--- src/pkg/uart_status_pkg.sv ---
`default_nettype none
// ============================================================
// shared constants of the line status block
package uart_status_pkg;
  // register port widths
  localparam int ADDR_W = 8;
  localparam int DATA_W = 8;
  // fifo fill counts and error tags of the four bottom receive entries
  localparam int COUNT_W = 4;
  localparam int TAG_W = 12;
  // register offsets
  localparam logic [7:0] OFS_LINE_STATUS = 8'h00;
  localparam logic [7:0] OFS_CONTROL = 8'h04;
  localparam logic [7:0] OFS_IRQ_STATUS = 8'h08;
  localparam logic [7:0] OFS_IRQ_MASK = 8'h0c;
  // status bit positions, shared by the interrupt status and mask registers
  localparam int BIT_TX_SERVICE = 0;
  localparam int BIT_RX_SERVICE = 1;
  localparam int BIT_RX_IDLE = 2;
  localparam int BIT_BREAK_BEGIN = 3;
  localparam int BIT_BREAK_END = 4;
  localparam int BIT_FIFO_ERROR = 5;
  localparam int FLAG_W = 6;
  // control bit positions
  localparam int BIT_TX_IRQ_ENABLE = 0;
  localparam int BIT_RX_IRQ_ENABLE = 1;
  // fill thresholds and idle time in frame times
  localparam logic [3:0] TX_SERVICE_MAX = 4'h4;
  localparam logic [3:0] RX_SERVICE_MIN = 4'h5;
  localparam logic [1:0] IDLE_FRAMES = 2'h3;
  // values after reset
  localparam logic [5:0] FLAGS_RESET = 6'h00;
  localparam logic [1:0] CONTROL_RESET = 2'h0;
  localparam logic [7:0] RDATA_RESET = 8'h00;
  localparam logic [1:0] FRAMES_RESET = 2'h0;
endpackage
`default_nettype wire

--- src/pkg/idle_timer_if.sv ---
`timescale 1ns/100ps
`default_nettype none
// ============================================================
// link between the flag logic and the idle frame timer
interface idle_timer_if;
  logic rx_enable; // receiver switched on
  logic fifo_not_empty; // receive fifo holds data
  logic rx_busy; // a frame is being shifted in
  logic char_arrived; // one-cycle pulse per received character
  logic frame_tick; // one-cycle pulse per elapsed frame time
  logic idle_event; // one-cycle pulse when the line went idle
  modport timer (
    input rx_enable,
    input fifo_not_empty,
    input rx_busy,
    input char_arrived,
    input frame_tick,
    output idle_event
  );
  modport flags (
    output rx_enable,
    output fifo_not_empty,
    output rx_busy,
    output char_arrived,
    output frame_tick,
    input idle_event
  );
endinterface
`default_nettype wire

--- src/logic/uart_status_flags.sv ---
// Summary of operation
// - tx fifo four or fewer, enabled: flag, dma
// - tx flag clear at five or disabled
// - tx interrupt only with tx irq enable
// - rx fifo five or more, enabled: flag, dma
// - rx flag clear at four or fewer
// - rx interrupt only with rx irq enable
// - idle after three quiet frame times, interrupt
// - idle clear when busy, empty, disabled
// - null char, zero parity, stop: break begin
// - during break store only first null character
// - break then rising receive line: break end
// - break end re-arms break begin, resumes storing
// - error tags in bottom four: flag, block dma
// - no tags left: flag clears, dma resumes
// - break end clears the break interlock
// - writable flags clear by writing one
// - fixed bit positions, bits 6-7 read zero
`timescale 1ns/100ps
`default_nettype none
module uart_status_flags
  import uart_status_pkg::*;
(
  input wire logic clk,
  input wire logic srst,
  // register port
  input wire logic [uart_status_pkg::ADDR_W-1:0] addr,
  input wire logic [uart_status_pkg::DATA_W-1:0] wdata,
  input wire logic wr,
  input wire logic rd,
  output logic [uart_status_pkg::DATA_W-1:0] rdata,
  // transmit side
  input wire logic tx_enable,
  input wire logic [uart_status_pkg::COUNT_W-1:0] tx_fill,
  // receive side
  input wire logic rx_enable,
  input wire logic rx_busy,
  input wire logic [uart_status_pkg::COUNT_W-1:0] rx_fill,
  input wire logic [uart_status_pkg::TAG_W-1:0] rx_err_tags,
  input wire logic frame_tick,
  input wire logic rx_char_valid,
  input wire logic [7:0] rx_char_data,
  input wire logic rx_parity_bit,
  input wire logic rx_stop_bit,
  input wire logic rxd,
  // requests toward the host side
  output logic rx_store,
  output logic tx_dma_req,
  output logic rx_dma_req,
  output logic irq
);
  import uart_status_pkg::*;

  // ============================================================
  // helpers

  // sticky bit update; a set in the same cycle beats the clear
  function automatic logic [FLAG_W-1:0] sticky(
    input logic [FLAG_W-1:0] cur,
    input logic [FLAG_W-1:0] set,
    input logic [FLAG_W-1:0] clr
  );
    sticky = (cur & ~clr) | set;
  endfunction

  // ============================================================
  // declarations

  // receive pin synchroniser and edge history
  logic rxd_meta; // first stage, read only by rxd_sync
  logic rxd_sync; // safe level of the receive line
  logic rxd_prev; // level one cycle earlier
  // live service and error conditions
  logic tx_service_flag; // transmit service flag
  logic next_tfs;
  logic rx_service_flag; // receive service flag
  logic next_rfs;
  logic fifo_error_flag; // error in fifo flag
  logic next_eif;
  // software-cleared flags and break interlock
  logic idle_flag;
  logic next_idle_flag;
  logic bb_flag; // break begin flag
  logic next_bb_flag;
  logic be_flag; // break end flag
  logic next_be_flag;
  logic interlock; // break seen, waiting for the line to rise
  logic next_interlock;
  // control, interrupt status and mask
  logic [1:0] control; // interrupt enables of the service flags
  logic [1:0] next_control;
  logic [FLAG_W-1:0] irq_status;
  logic [FLAG_W-1:0] next_irq_status;
  logic [FLAG_W-1:0] irq_mask;
  logic [FLAG_W-1:0] next_irq_mask;
  // registered outputs
  logic next_rx_store;
  logic next_tx_dma_req;
  logic next_rx_dma_req;
  logic next_irq;
  logic [DATA_W-1:0] next_rdata;
  // decoded accesses and events
  logic wr_status; // write to the line status register
  logic wr_control;
  logic wr_mask;
  logic rd_irq_status; // read that clears the interrupt status
  logic null_char; // all-zero character with zero parity
  logic break_char; // null character with framing error
  logic bb_set;
  logic be_set;
  logic rx_rise;
  logic [FLAG_W-1:0] events;
  logic [FLAG_W-1:0] line_status; // flags in their register layout

  idle_timer_if idle_link ();

  // ============================================================
  // receive pin synchroniser

  // two stages before anything looks at the asynchronous line
  always_ff @(posedge clk)
  begin
    if (srst)
    begin
      rxd_meta <= 1'b1;
      rxd_sync <= 1'b1;
      rxd_prev <= 1'b1;
    end
    else
    begin
      rxd_meta <= rxd;
      rxd_sync <= rxd_meta;
      rxd_prev <= rxd_sync;
    end
  end

  // ============================================================
  // idle timer

  assign idle_link.rx_enable = rx_enable;
  assign idle_link.fifo_not_empty = (rx_fill != 4'h0);
  assign idle_link.rx_busy = rx_busy;
  assign idle_link.char_arrived = rx_char_valid;
  assign idle_link.frame_tick = frame_tick;

  rx_idle_timer u_idle (
    .clk (clk),
    .srst (srst),
    .link (idle_link)
  );

  // ============================================================
  // access decode and event detection
  always_comb
  begin
    wr_status = wr && (addr == OFS_LINE_STATUS);
    wr_control = wr && (addr == OFS_CONTROL);
    wr_mask = wr && (addr == OFS_IRQ_MASK);
    rd_irq_status = rd && (addr == OFS_IRQ_STATUS);
    null_char = (rx_char_data == 8'h00) && !rx_parity_bit;
    break_char = null_char && !rx_stop_bit;
    // detection is blocked while the interlock holds
    bb_set = rx_char_valid && break_char && !interlock;
    rx_rise = rxd_sync && !rxd_prev;
    be_set = interlock && rx_rise;
  end

  // ============================================================
  // live service and error flags
  always_comb
  begin
    next_tfs = tx_enable && (tx_fill <= TX_SERVICE_MAX);
    // the overlapping thresholds collapse to five or more
    next_rfs = rx_enable && (rx_fill >= RX_SERVICE_MIN);
    next_eif = |rx_err_tags;
  end

  always_ff @(posedge clk)
  begin
    if (srst)
    begin
      tx_service_flag <= 1'b0;
      rx_service_flag <= 1'b0;
      fifo_error_flag <= 1'b0;
    end
    else
    begin
      tx_service_flag <= next_tfs;
      rx_service_flag <= next_rfs;
      fifo_error_flag <= next_eif;
    end
  end

  // ============================================================
  // software-cleared flags and the break interlock
  always_comb
  begin
    // write one clears; a same-cycle set still wins
    next_idle_flag = (idle_flag && !(wr_status && wdata[BIT_RX_IDLE]))
      || idle_link.idle_event;
    // idle flag is only valid on an enabled, quiet, non-empty receiver
    if (rx_busy || !rx_enable || (rx_fill == 4'h0))
    begin
      next_idle_flag = 1'b0;
    end
    next_bb_flag = (bb_flag && !(wr_status && wdata[BIT_BREAK_BEGIN])) || bb_set;
    next_be_flag = (be_flag && !(wr_status && wdata[BIT_BREAK_END])) || be_set;
    next_interlock = interlock;
    if (be_set)
    begin
      next_interlock = 1'b0;
    end
    else if (bb_set)
    begin
      next_interlock = 1'b1;
    end
  end

  always_ff @(posedge clk)
  begin
    if (srst)
    begin
      idle_flag <= 1'b0;
      bb_flag <= 1'b0;
      be_flag <= 1'b0;
      interlock <= 1'b0;
    end
    else
    begin
      idle_flag <= next_idle_flag;
      bb_flag <= next_bb_flag;
      be_flag <= next_be_flag;
      interlock <= next_interlock;
    end
  end

  // ============================================================
  // receive store gate and dma requests
  always_comb
  begin
    // the first break character goes in, later ones are dropped
    next_rx_store = rx_char_valid && !(interlock && break_char);
    next_tx_dma_req = next_tfs;
    // errors near the fifo head hold off the receive dma
    next_rx_dma_req = next_rfs && !next_eif;
  end

  // ============================================================
  // interrupt events, status, mask and output
  always_comb
  begin
    events = '0;
    // service conditions raise interrupts only when enabled
    events[BIT_TX_SERVICE] = next_tfs && control[BIT_TX_IRQ_ENABLE];
    events[BIT_RX_SERVICE] = next_rfs && control[BIT_RX_IRQ_ENABLE];
    events[BIT_RX_IDLE] = idle_link.idle_event;
    events[BIT_BREAK_BEGIN] = bb_set;
    events[BIT_BREAK_END] = be_set;
    events[BIT_FIFO_ERROR] = next_eif;
    next_irq_status = sticky(irq_status, events, rd_irq_status ? {FLAG_W{1'b1}} : '0);
    next_irq_mask = wr_mask ? wdata[FLAG_W-1:0] : irq_mask;
    next_control = wr_control ? wdata[1:0] : control;
    next_irq = |(next_irq_status & next_irq_mask);
  end

  // ============================================================
  // register read mux; data stand only in the cycle after the read
  always_comb
  begin
    line_status = '0;
    line_status[BIT_TX_SERVICE] = tx_service_flag;
    line_status[BIT_RX_SERVICE] = rx_service_flag;
    line_status[BIT_RX_IDLE] = idle_flag;
    line_status[BIT_BREAK_BEGIN] = bb_flag;
    line_status[BIT_BREAK_END] = be_flag;
    line_status[BIT_FIFO_ERROR] = fifo_error_flag;
    next_rdata = RDATA_RESET;
    if (rd)
    begin
      case (addr)
        // upper two bits stay zero in every register
        OFS_LINE_STATUS: next_rdata = {2'b00, line_status};
        OFS_CONTROL: next_rdata = {6'b000000, control};
        OFS_IRQ_STATUS: next_rdata = {2'b00, irq_status};
        OFS_IRQ_MASK: next_rdata = {2'b00, irq_mask};
        // unmapped addresses read as zero
        default: next_rdata = RDATA_RESET;
      endcase
    end
  end

  // ============================================================
  // output and control registers
  always_ff @(posedge clk)
  begin
    if (srst)
    begin
      control <= CONTROL_RESET;
      irq_status <= FLAGS_RESET;
      irq_mask <= FLAGS_RESET;
      rdata <= RDATA_RESET;
      rx_store <= 1'b0;
      tx_dma_req <= 1'b0;
      rx_dma_req <= 1'b0;
      irq <= 1'b0;
    end
    else
    begin
      control <= next_control;
      irq_status <= next_irq_status;
      irq_mask <= next_irq_mask;
      rdata <= next_rdata;
      rx_store <= next_rx_store;
      tx_dma_req <= next_tx_dma_req;
      rx_dma_req <= next_rx_dma_req;
      irq <= next_irq;
    end
  end
endmodule
`default_nettype wire

--- src/logic/rx_idle_timer.sv ---
`timescale 1ns/100ps
`default_nettype none
// ============================================================
// counts frame times with no new character and fires once
module rx_idle_timer
  import uart_status_pkg::*;
(
  input wire logic clk,
  input wire logic srst,
  idle_timer_if.timer link
);
  logic [1:0] frames; // frame times seen since the last character
  logic [1:0] next_frames;
  logic fired; // event already given for this quiet spell
  logic next_fired;
  logic pulse; // registered idle event
  logic next_pulse;

  // ============================================================
  // next state of the quiet-line counter
  always_comb
  begin
    next_frames = frames;
    next_fired = fired;
    next_pulse = 1'b0;
    if (link.char_arrived || !link.rx_enable || !link.fifo_not_empty)
    begin
      // any new character or an unusable fifo restarts the wait
      next_frames = FRAMES_RESET;
      next_fired = 1'b0;
    end
    else if (frames == IDLE_FRAMES)
    begin
      // fire once; a busy receiver holds the event back
      if (!fired && !link.rx_busy)
      begin
        next_pulse = 1'b1;
        next_fired = 1'b1;
      end
    end
    else if (link.frame_tick)
    begin
      next_frames = frames + 2'h1;
    end
  end

  // ============================================================
  // registers of the counter
  always_ff @(posedge clk)
  begin
    if (srst)
    begin
      frames <= FRAMES_RESET;
      fired <= 1'b0;
      pulse <= 1'b0;
    end
    else
    begin
      frames <= next_frames;
      fired <= next_fired;
      pulse <= next_pulse;
    end
  end

  assign link.idle_event = pulse;
endmodule
`default_nettype wire

--- config.mk ---
export PLATFORM = sky130hd
export DESIGN_NAME = uart_status_flags
export DESIGN_NICKNAME = d
export VERILOG_FILES = /design/src/pkg/uart_status_pkg.sv /design/src/pkg/idle_timer_if.sv /design/src/logic/uart_status_flags.sv /design/src/logic/rx_idle_timer.sv
export SDC_FILE = /design/constraint.sdc
export NUM_CORES = 1
export LEC_CHECK = 0
export BUFFER_PORTS_ARGS = -buffer_cell sky130_fd_sc_hd__buf_2
export CAP_MARGIN = 20
export CORE_AREA = 5 5 65 67
export CTS_CLUSTER_SIZE = 10
export DETAILED_ROUTE_END_ITERATION = 6
export DIE_AREA = 0 0 70 72
export PLACE_DENSITY = 0.72
export SETUP_SLACK_MARGIN = 0.1
export SYNTH_ARGS = -nofsm -noshare
export SYNTH_HDL_FRONTEND = slang
export SYNTH_SLANG_ARGS = --single-unit
--- constraint.sdc ---
create_clock -name clk -period 2.5 [get_ports clk]
set_input_delay 0.25 -clock clk [delete_from_list [all_inputs] [get_ports clk]]
set_output_delay 0.25 -clock clk [all_outputs]
set_load 0.02 [all_outputs]
==> impl_metrics.toml, run 1 <==
[cts]
cts_max_level = 2
cts_tree = "yes"
root_buffer = "clkbuf_4"
clock_latency_ns = 0.34
post_cts_buffers = 0
numCtsBuffers = 5
cts_resized = 0
clk_pin_slew_ns = 0.11
clk_path_buf_depth = 2
clock-sinks = 37
ctsHoldBuffers = 0

[hold_path]
hold_depth = 2
hold_path_class = "in2reg"
min-delay-start = "rxd"
min_delay_worst_endpoint = "rxd_meta"

[cells_and_area]
utilization_pct = 54.3
drive_gt1_share_pct = 37.7
final_common_cell = "buf_2"
final_cell_mix = "buf_2, dfxtp_1, nor2_1, mux2i_1"
area_growth_syn_to_layout_pct = 28.1
fin_cells = 271
antennaDiodeCount = 0
nets = 279

[yosys]
synth_cell_types = 40
yosysTopAreaCellShare_pct = 48.8
yosys.area.top_type = "dfxtp_1"
synth_area_leaders = "dfxtp_1, mux2i_1, nor2_1, mux4_2, nor4_1"
synth_warnings = 0
syn_inst = 158
synth_seq_area_share_pct = 48.8
syn_area_per_cell_um2 = 9.60
ys_seq_elements = 37
synth-compound-area-share_pct = 10.6
synthXorXnorAreaFrac_pct = 0.578
synthArstFlopShare_pct = 0
muxShareOfSynthArea_pct = 11.6
synth_edf_count = 0
synthSimpleGateAreaFrac_pct = 23.3
synth_fa_ha_area_share_pct = 0.825
synthesis.area_um2 = 1520
synth_top_family_by_area = "simple AND/OR/NAND/NOR gates"
synthFlopType = "dfxtp_1"

[place]
dp_hpwl_um = 2630
place_worst_setup_slack_ns = 0.250
placed_cells = 263
gp_congestion = 0.762
io_buffers = 63

[run]
maxCapViolCount = 0

[timing]
rsz0062_at_grt = "false"
skew_ns = 0.00999
finalCritPeriodShare_pct = 75.9
finalSetupTns_ns = 0
period_minus_slack_ns = 1.90
hold_viol = 0
finalMaxSlewViolations = 0
max_slew_margin_pct = 62.8
tightest_slew_ns = 0.553
worst_slack_ns = 0.602
fmax_mhz = 527
setup_viol = 0

[drt]
vias = 1322
wl_per_cell_um = 12.1
route.detailed.drc = 0
vias_per_cell = 4.88
drt_iter0_markers = 62
wl_um = 3290
dr.pass1.iters = 4
ant_nets = 0

[power]
powerDensity_nw_per_um2 = 577
p_leak_uw = 0.000888
vdd_drop_max_mv = 0.382

[global_routing]
grt_pass1_vias = 1305
antenna_found_initial = 0
grt_use_total_pct = 13.4
grt_pass1_wl_um = 5550
grt_overflow = 0
grt_max_degree = 25

[critical_path]
path_delay_family = "simple AND/OR/NAND/NOR gates"
rr_startpoint = "interlock"
crit_chain = "buf_2 > or4_4 > or3_1 > mux2i_1 > o22ai_1 > o31a_1"
reg2regPathDepth = 5
crit_path_top_delay_cell = "or4_4"
r2r_end = "irq"
end_kind = "flip-flop"
start_kind = "primary input"
cpPeakStageDelay_ns = 0.56
reg2reg_slack_ns = 1.21
path_class = "in2reg"
cp.arrival_ns = 2.14
worstPathRequired_ns = 2.74
worstPathMaxFanout = 6
crit_buf_inv = 1

[outcome]
status = "finished, final reports clean"

[die]
chipHeight_um = 72
die_w_um = 70
initial_core_util_pct = 42.4
core.rowCount = 22
ios = 68
core_region_area_um2 = 3580
dieArea_um2 = 5040
[cell families after synthesis]
| kind of cell | Yosys count |
|---|---|
| DFF | 37 |
| AOI/OAI and AO/OA | 23 |
| muxes | 15 |
| buffers and inverters | 12 |
| adders and majority gates | 1 |
| xor gates and xnor gates | 1 |
| other | 1 |
| and+or+nand+nor | 68 |
[Yosys cell counts, drive strengths merged (2+ instances only)]
master and n:
nand3 3, nor4 6, buf 4, mux4 2, o22ai 3, dfxtp 37
inv 4, a31oi 5, nor3 4, mux2i 13, o21ai 2, nor2 28
nor2b 4, nand4 2, or2 4, nand2 6, a21oi 7, clkbuf 4
or4 3
[layout make-up]
type	count	area (µm²)
flip-flops and latches	37	741
clock buffers	7	55.1
well taps	48	60.1
inverters	4	15.0
multi-input cells	110	718
repair buffers	64	323
fillers	362	1640
clock inverters	1	30.0
[report_power, final]
part / switching (µW) / internal [µW]
registers: 2.21 / 596
clock network: 191 / 239
logic: 44.1 / 47.9
[sequential cells by signal, summed over array words and instances (netlist names), 2 cells and up]
| signal | count |
|---|---|
| control | 2 |
| irq_mask | 6 |
| irq_status | 6 |
| rdata | 6 |
| u_idle.frames | 2 |
[stage by stage]
stage	cell area [µm²]	hold slack, ns	power (µW)
2_1_floorplan	1520	0.327	652
3_3_place_gp	1860	0.400	703
5_1_grt	1940	0.0710	1170
3_5_place_dp	1860	0.402	704
4_1_cts	1940	0.0797	1130
6_report	1940	0.0905	1120
[how the worst max path moves through the flow]
stage / slack (ns) / cells after the start / start / endpoint
6_report: 0.60 / 6 / addr[7] / irq
5_1_grt: 0.54 / 6 / addr[7] / irq
4_1_cts: 0.61 / 6 / addr[7] / irq
3_5_place_dp: 0.25 / 6 / addr[7] / irq
3_3_place_gp: 0.26 / 6 / addr[7] / irq
2_1_floorplan: 0.46 / 6 / addr[7] / irq
[per-layer routing]
metal	share of wire, %	routed length, µm	vias up	GRT usage, %
li1	-	-	685	-
met1	43	1430	586	15.9
met2	47	1530	47	23.0
met3	9.3	306	4	4.99
met4	0.82	27	0	3.83
met5	0	0	-	0
No activity file was read; power rests on OpenSTA's default activity.
==> run 2, diff against run 1 <==
==> constraint.sdc (replaced) <==
create_clock -name clk -period 1.95 [get_ports clk]
set_input_delay 0.195 -clock clk [delete_from_list [all_inputs] [get_ports clk]]
set_output_delay 0.195 -clock clk [all_outputs]
set_load 0.02 [all_outputs]
==> run 2 against run 1 <==
Die area stayed put. Core utilization grew 2.2 points. Sequential power rose by 28%. Power rose by 15%. Via count increased by 3.3%. Count of clock-buffer cells in the layout unchanged. Non-clock buffer count up 14. Final cell count grew 4.8%.
==> impl_metrics.toml, run 2 (same netlist as run 1, synthesis figures left out) <==
[outcome]
status = "finished, final reports clean"

[critical_path]
crit_chain = "buf_2 > or4_4 > or4_4 > a21oi_1 > o22ai_1 > o31a_1"
end_kind = "flip-flop"
worstPathMaxFanout = 6
crit_path_top_delay_cell = "or4_4"
start_kind = "primary input"
cp.arrival_ns = 2.02
worstPathRequired_ns = 2.17
cpPeakStageDelay_ns = 0.57
path_common_cell = "or4_4"
path_class = "in2reg"

[cells_and_area]
area_growth_syn_to_layout_pct = 33.3
stdcell_area_um2 = 2020
nets = 293
top_regs = "irq_mask: 6 flops, irq_status: 6 flops, rdata: 6 flops"
final_cell_mix = "buf_2, dfxtp_1, nor2_1, buf_4, mux2i_1"
antennaDiodeCount = 0
utilization_pct = 56.5
drive_gt1_share_pct = 41.5
fillers = 362
final_common_cell = "buf_2"

[global_routing]
grt_overflow = 0
grt_use_total_pct = 13.8
grt_pass1_vias = 1352
grt_pass1_wl_um = 5690
antenna_found_initial = 0
grt_max_degree = 25

[drt]
drt_iter0_markers = 70
wl_per_cell_um = 11.9
vias_per_cell = 4.81
wl_um = 3390
ant_nets = 0
dr.pass1.iters = 4
vias = 1366
route.detailed.drc = 0

[place]
place_worst_setup_slack_ns = -0.219
gp_congestion = 0.793
io_buffers = 63
dp_hpwl_um = 2750
dpl_cell_area_um2 = 1960

[die]
ios = 68
initial_core_util_pct = 42.4
core_region_area_um2 = 3580
chipHeight_um = 72
die_w_um = 70
dieArea_um2 = 5040
core.rowCount = 22

[timing]
finalMaxSlewViolations = 0
hold_viol = 0
worst_slack_ns = 0.156
setup_viol = 0
whs_ns = 0.0423
finalSetupTns_ns = 0
skew_ns = 0.00551
fmax_mhz = 557
period_minus_slack_ns = 1.79
rsz0062_at_grt = "false"
finalCritPeriodShare_pct = 92.0

[cts]
cts_max_level = 2
clk_path_buf_depth = 2
root_buffer = "clkbuf_4"
post_cts_buffers = 0
clk_pin_slew_ns = 0.10
cts_tree = "yes"
clock_latency_ns = 0.33
numCtsBuffers = 5
clock-sinks = 37

[power]
vdd_drop_max_mv = 0.343
powerDensity_nw_per_um2 = 637
p_leak_uw = 0.000940

[hold_path]
hold_path_class = "in2reg"

[run]
maxCapViolCount = 0
[run 2: worst paths after layout]
kind	end	from	cells after the start	slack, ns
worst max-delay path	irq	addr[7]	6	0.16
worst min-delay path	rxd_meta	rxd	2	0.04
worst max register to register	irq	interlock	5	0.68
worst min register to register	rxd_sync	rxd_meta	1	0.42
[run 2: layout make-up]
cell class	instances	area (µm²)	area share (%)
Sequential cell	37	741	36.6
Multi-Input combinational cell	110	723	35.8
Timing Repair Buffer	78	428	21.2
Tap cell	48	60.1	2.97
Clock buffer	7	55.1	2.72
Inverter	4	15.0	0.743
[run 2: critical path: cells and delay by family]
| kind | cells | cell delay, ns |
|---|---|---|
| buffers and inverters | 1 | 0.09 |
| AOI/OAI and AO/OA | 3 | 0.61 |
| and+or+nand+nor | 2 | 1.12 |
[run 2: layer usage]
metal / vias to the layer above / GRT usage [%] / wire length [µm]
met2: 45 / 23.8 / 1560
met3: 7 / 3.74 / 249
met5: - / 0 / 0
met4: 0 / 4.47 / 29
li1: 715 / - / -
met1: 599 / 16.8 / 1550
[run 2: power by group]
part           internal, µW  switching [µW]
logic                  68.4            58.5
clock network           170             225
registers               764            2.90
total                  1000             286
[run 2: what timing repair did]
action | in CTS | in global routing
hold buffers | 0 | 0
endpoints found under the hold margin | 0 | 0
setup endpoints to repair | 0 | 1
resized for setup | 0 | 1
[run 2: stage by stage]
step           total power, µW  cells
2_1_floorplan              836    159
3_3_place_gp               910    277
3_5_place_dp               911    277
4_1_cts                   1300    284
5_1_grt                   1350    284
6_report                  1290    284
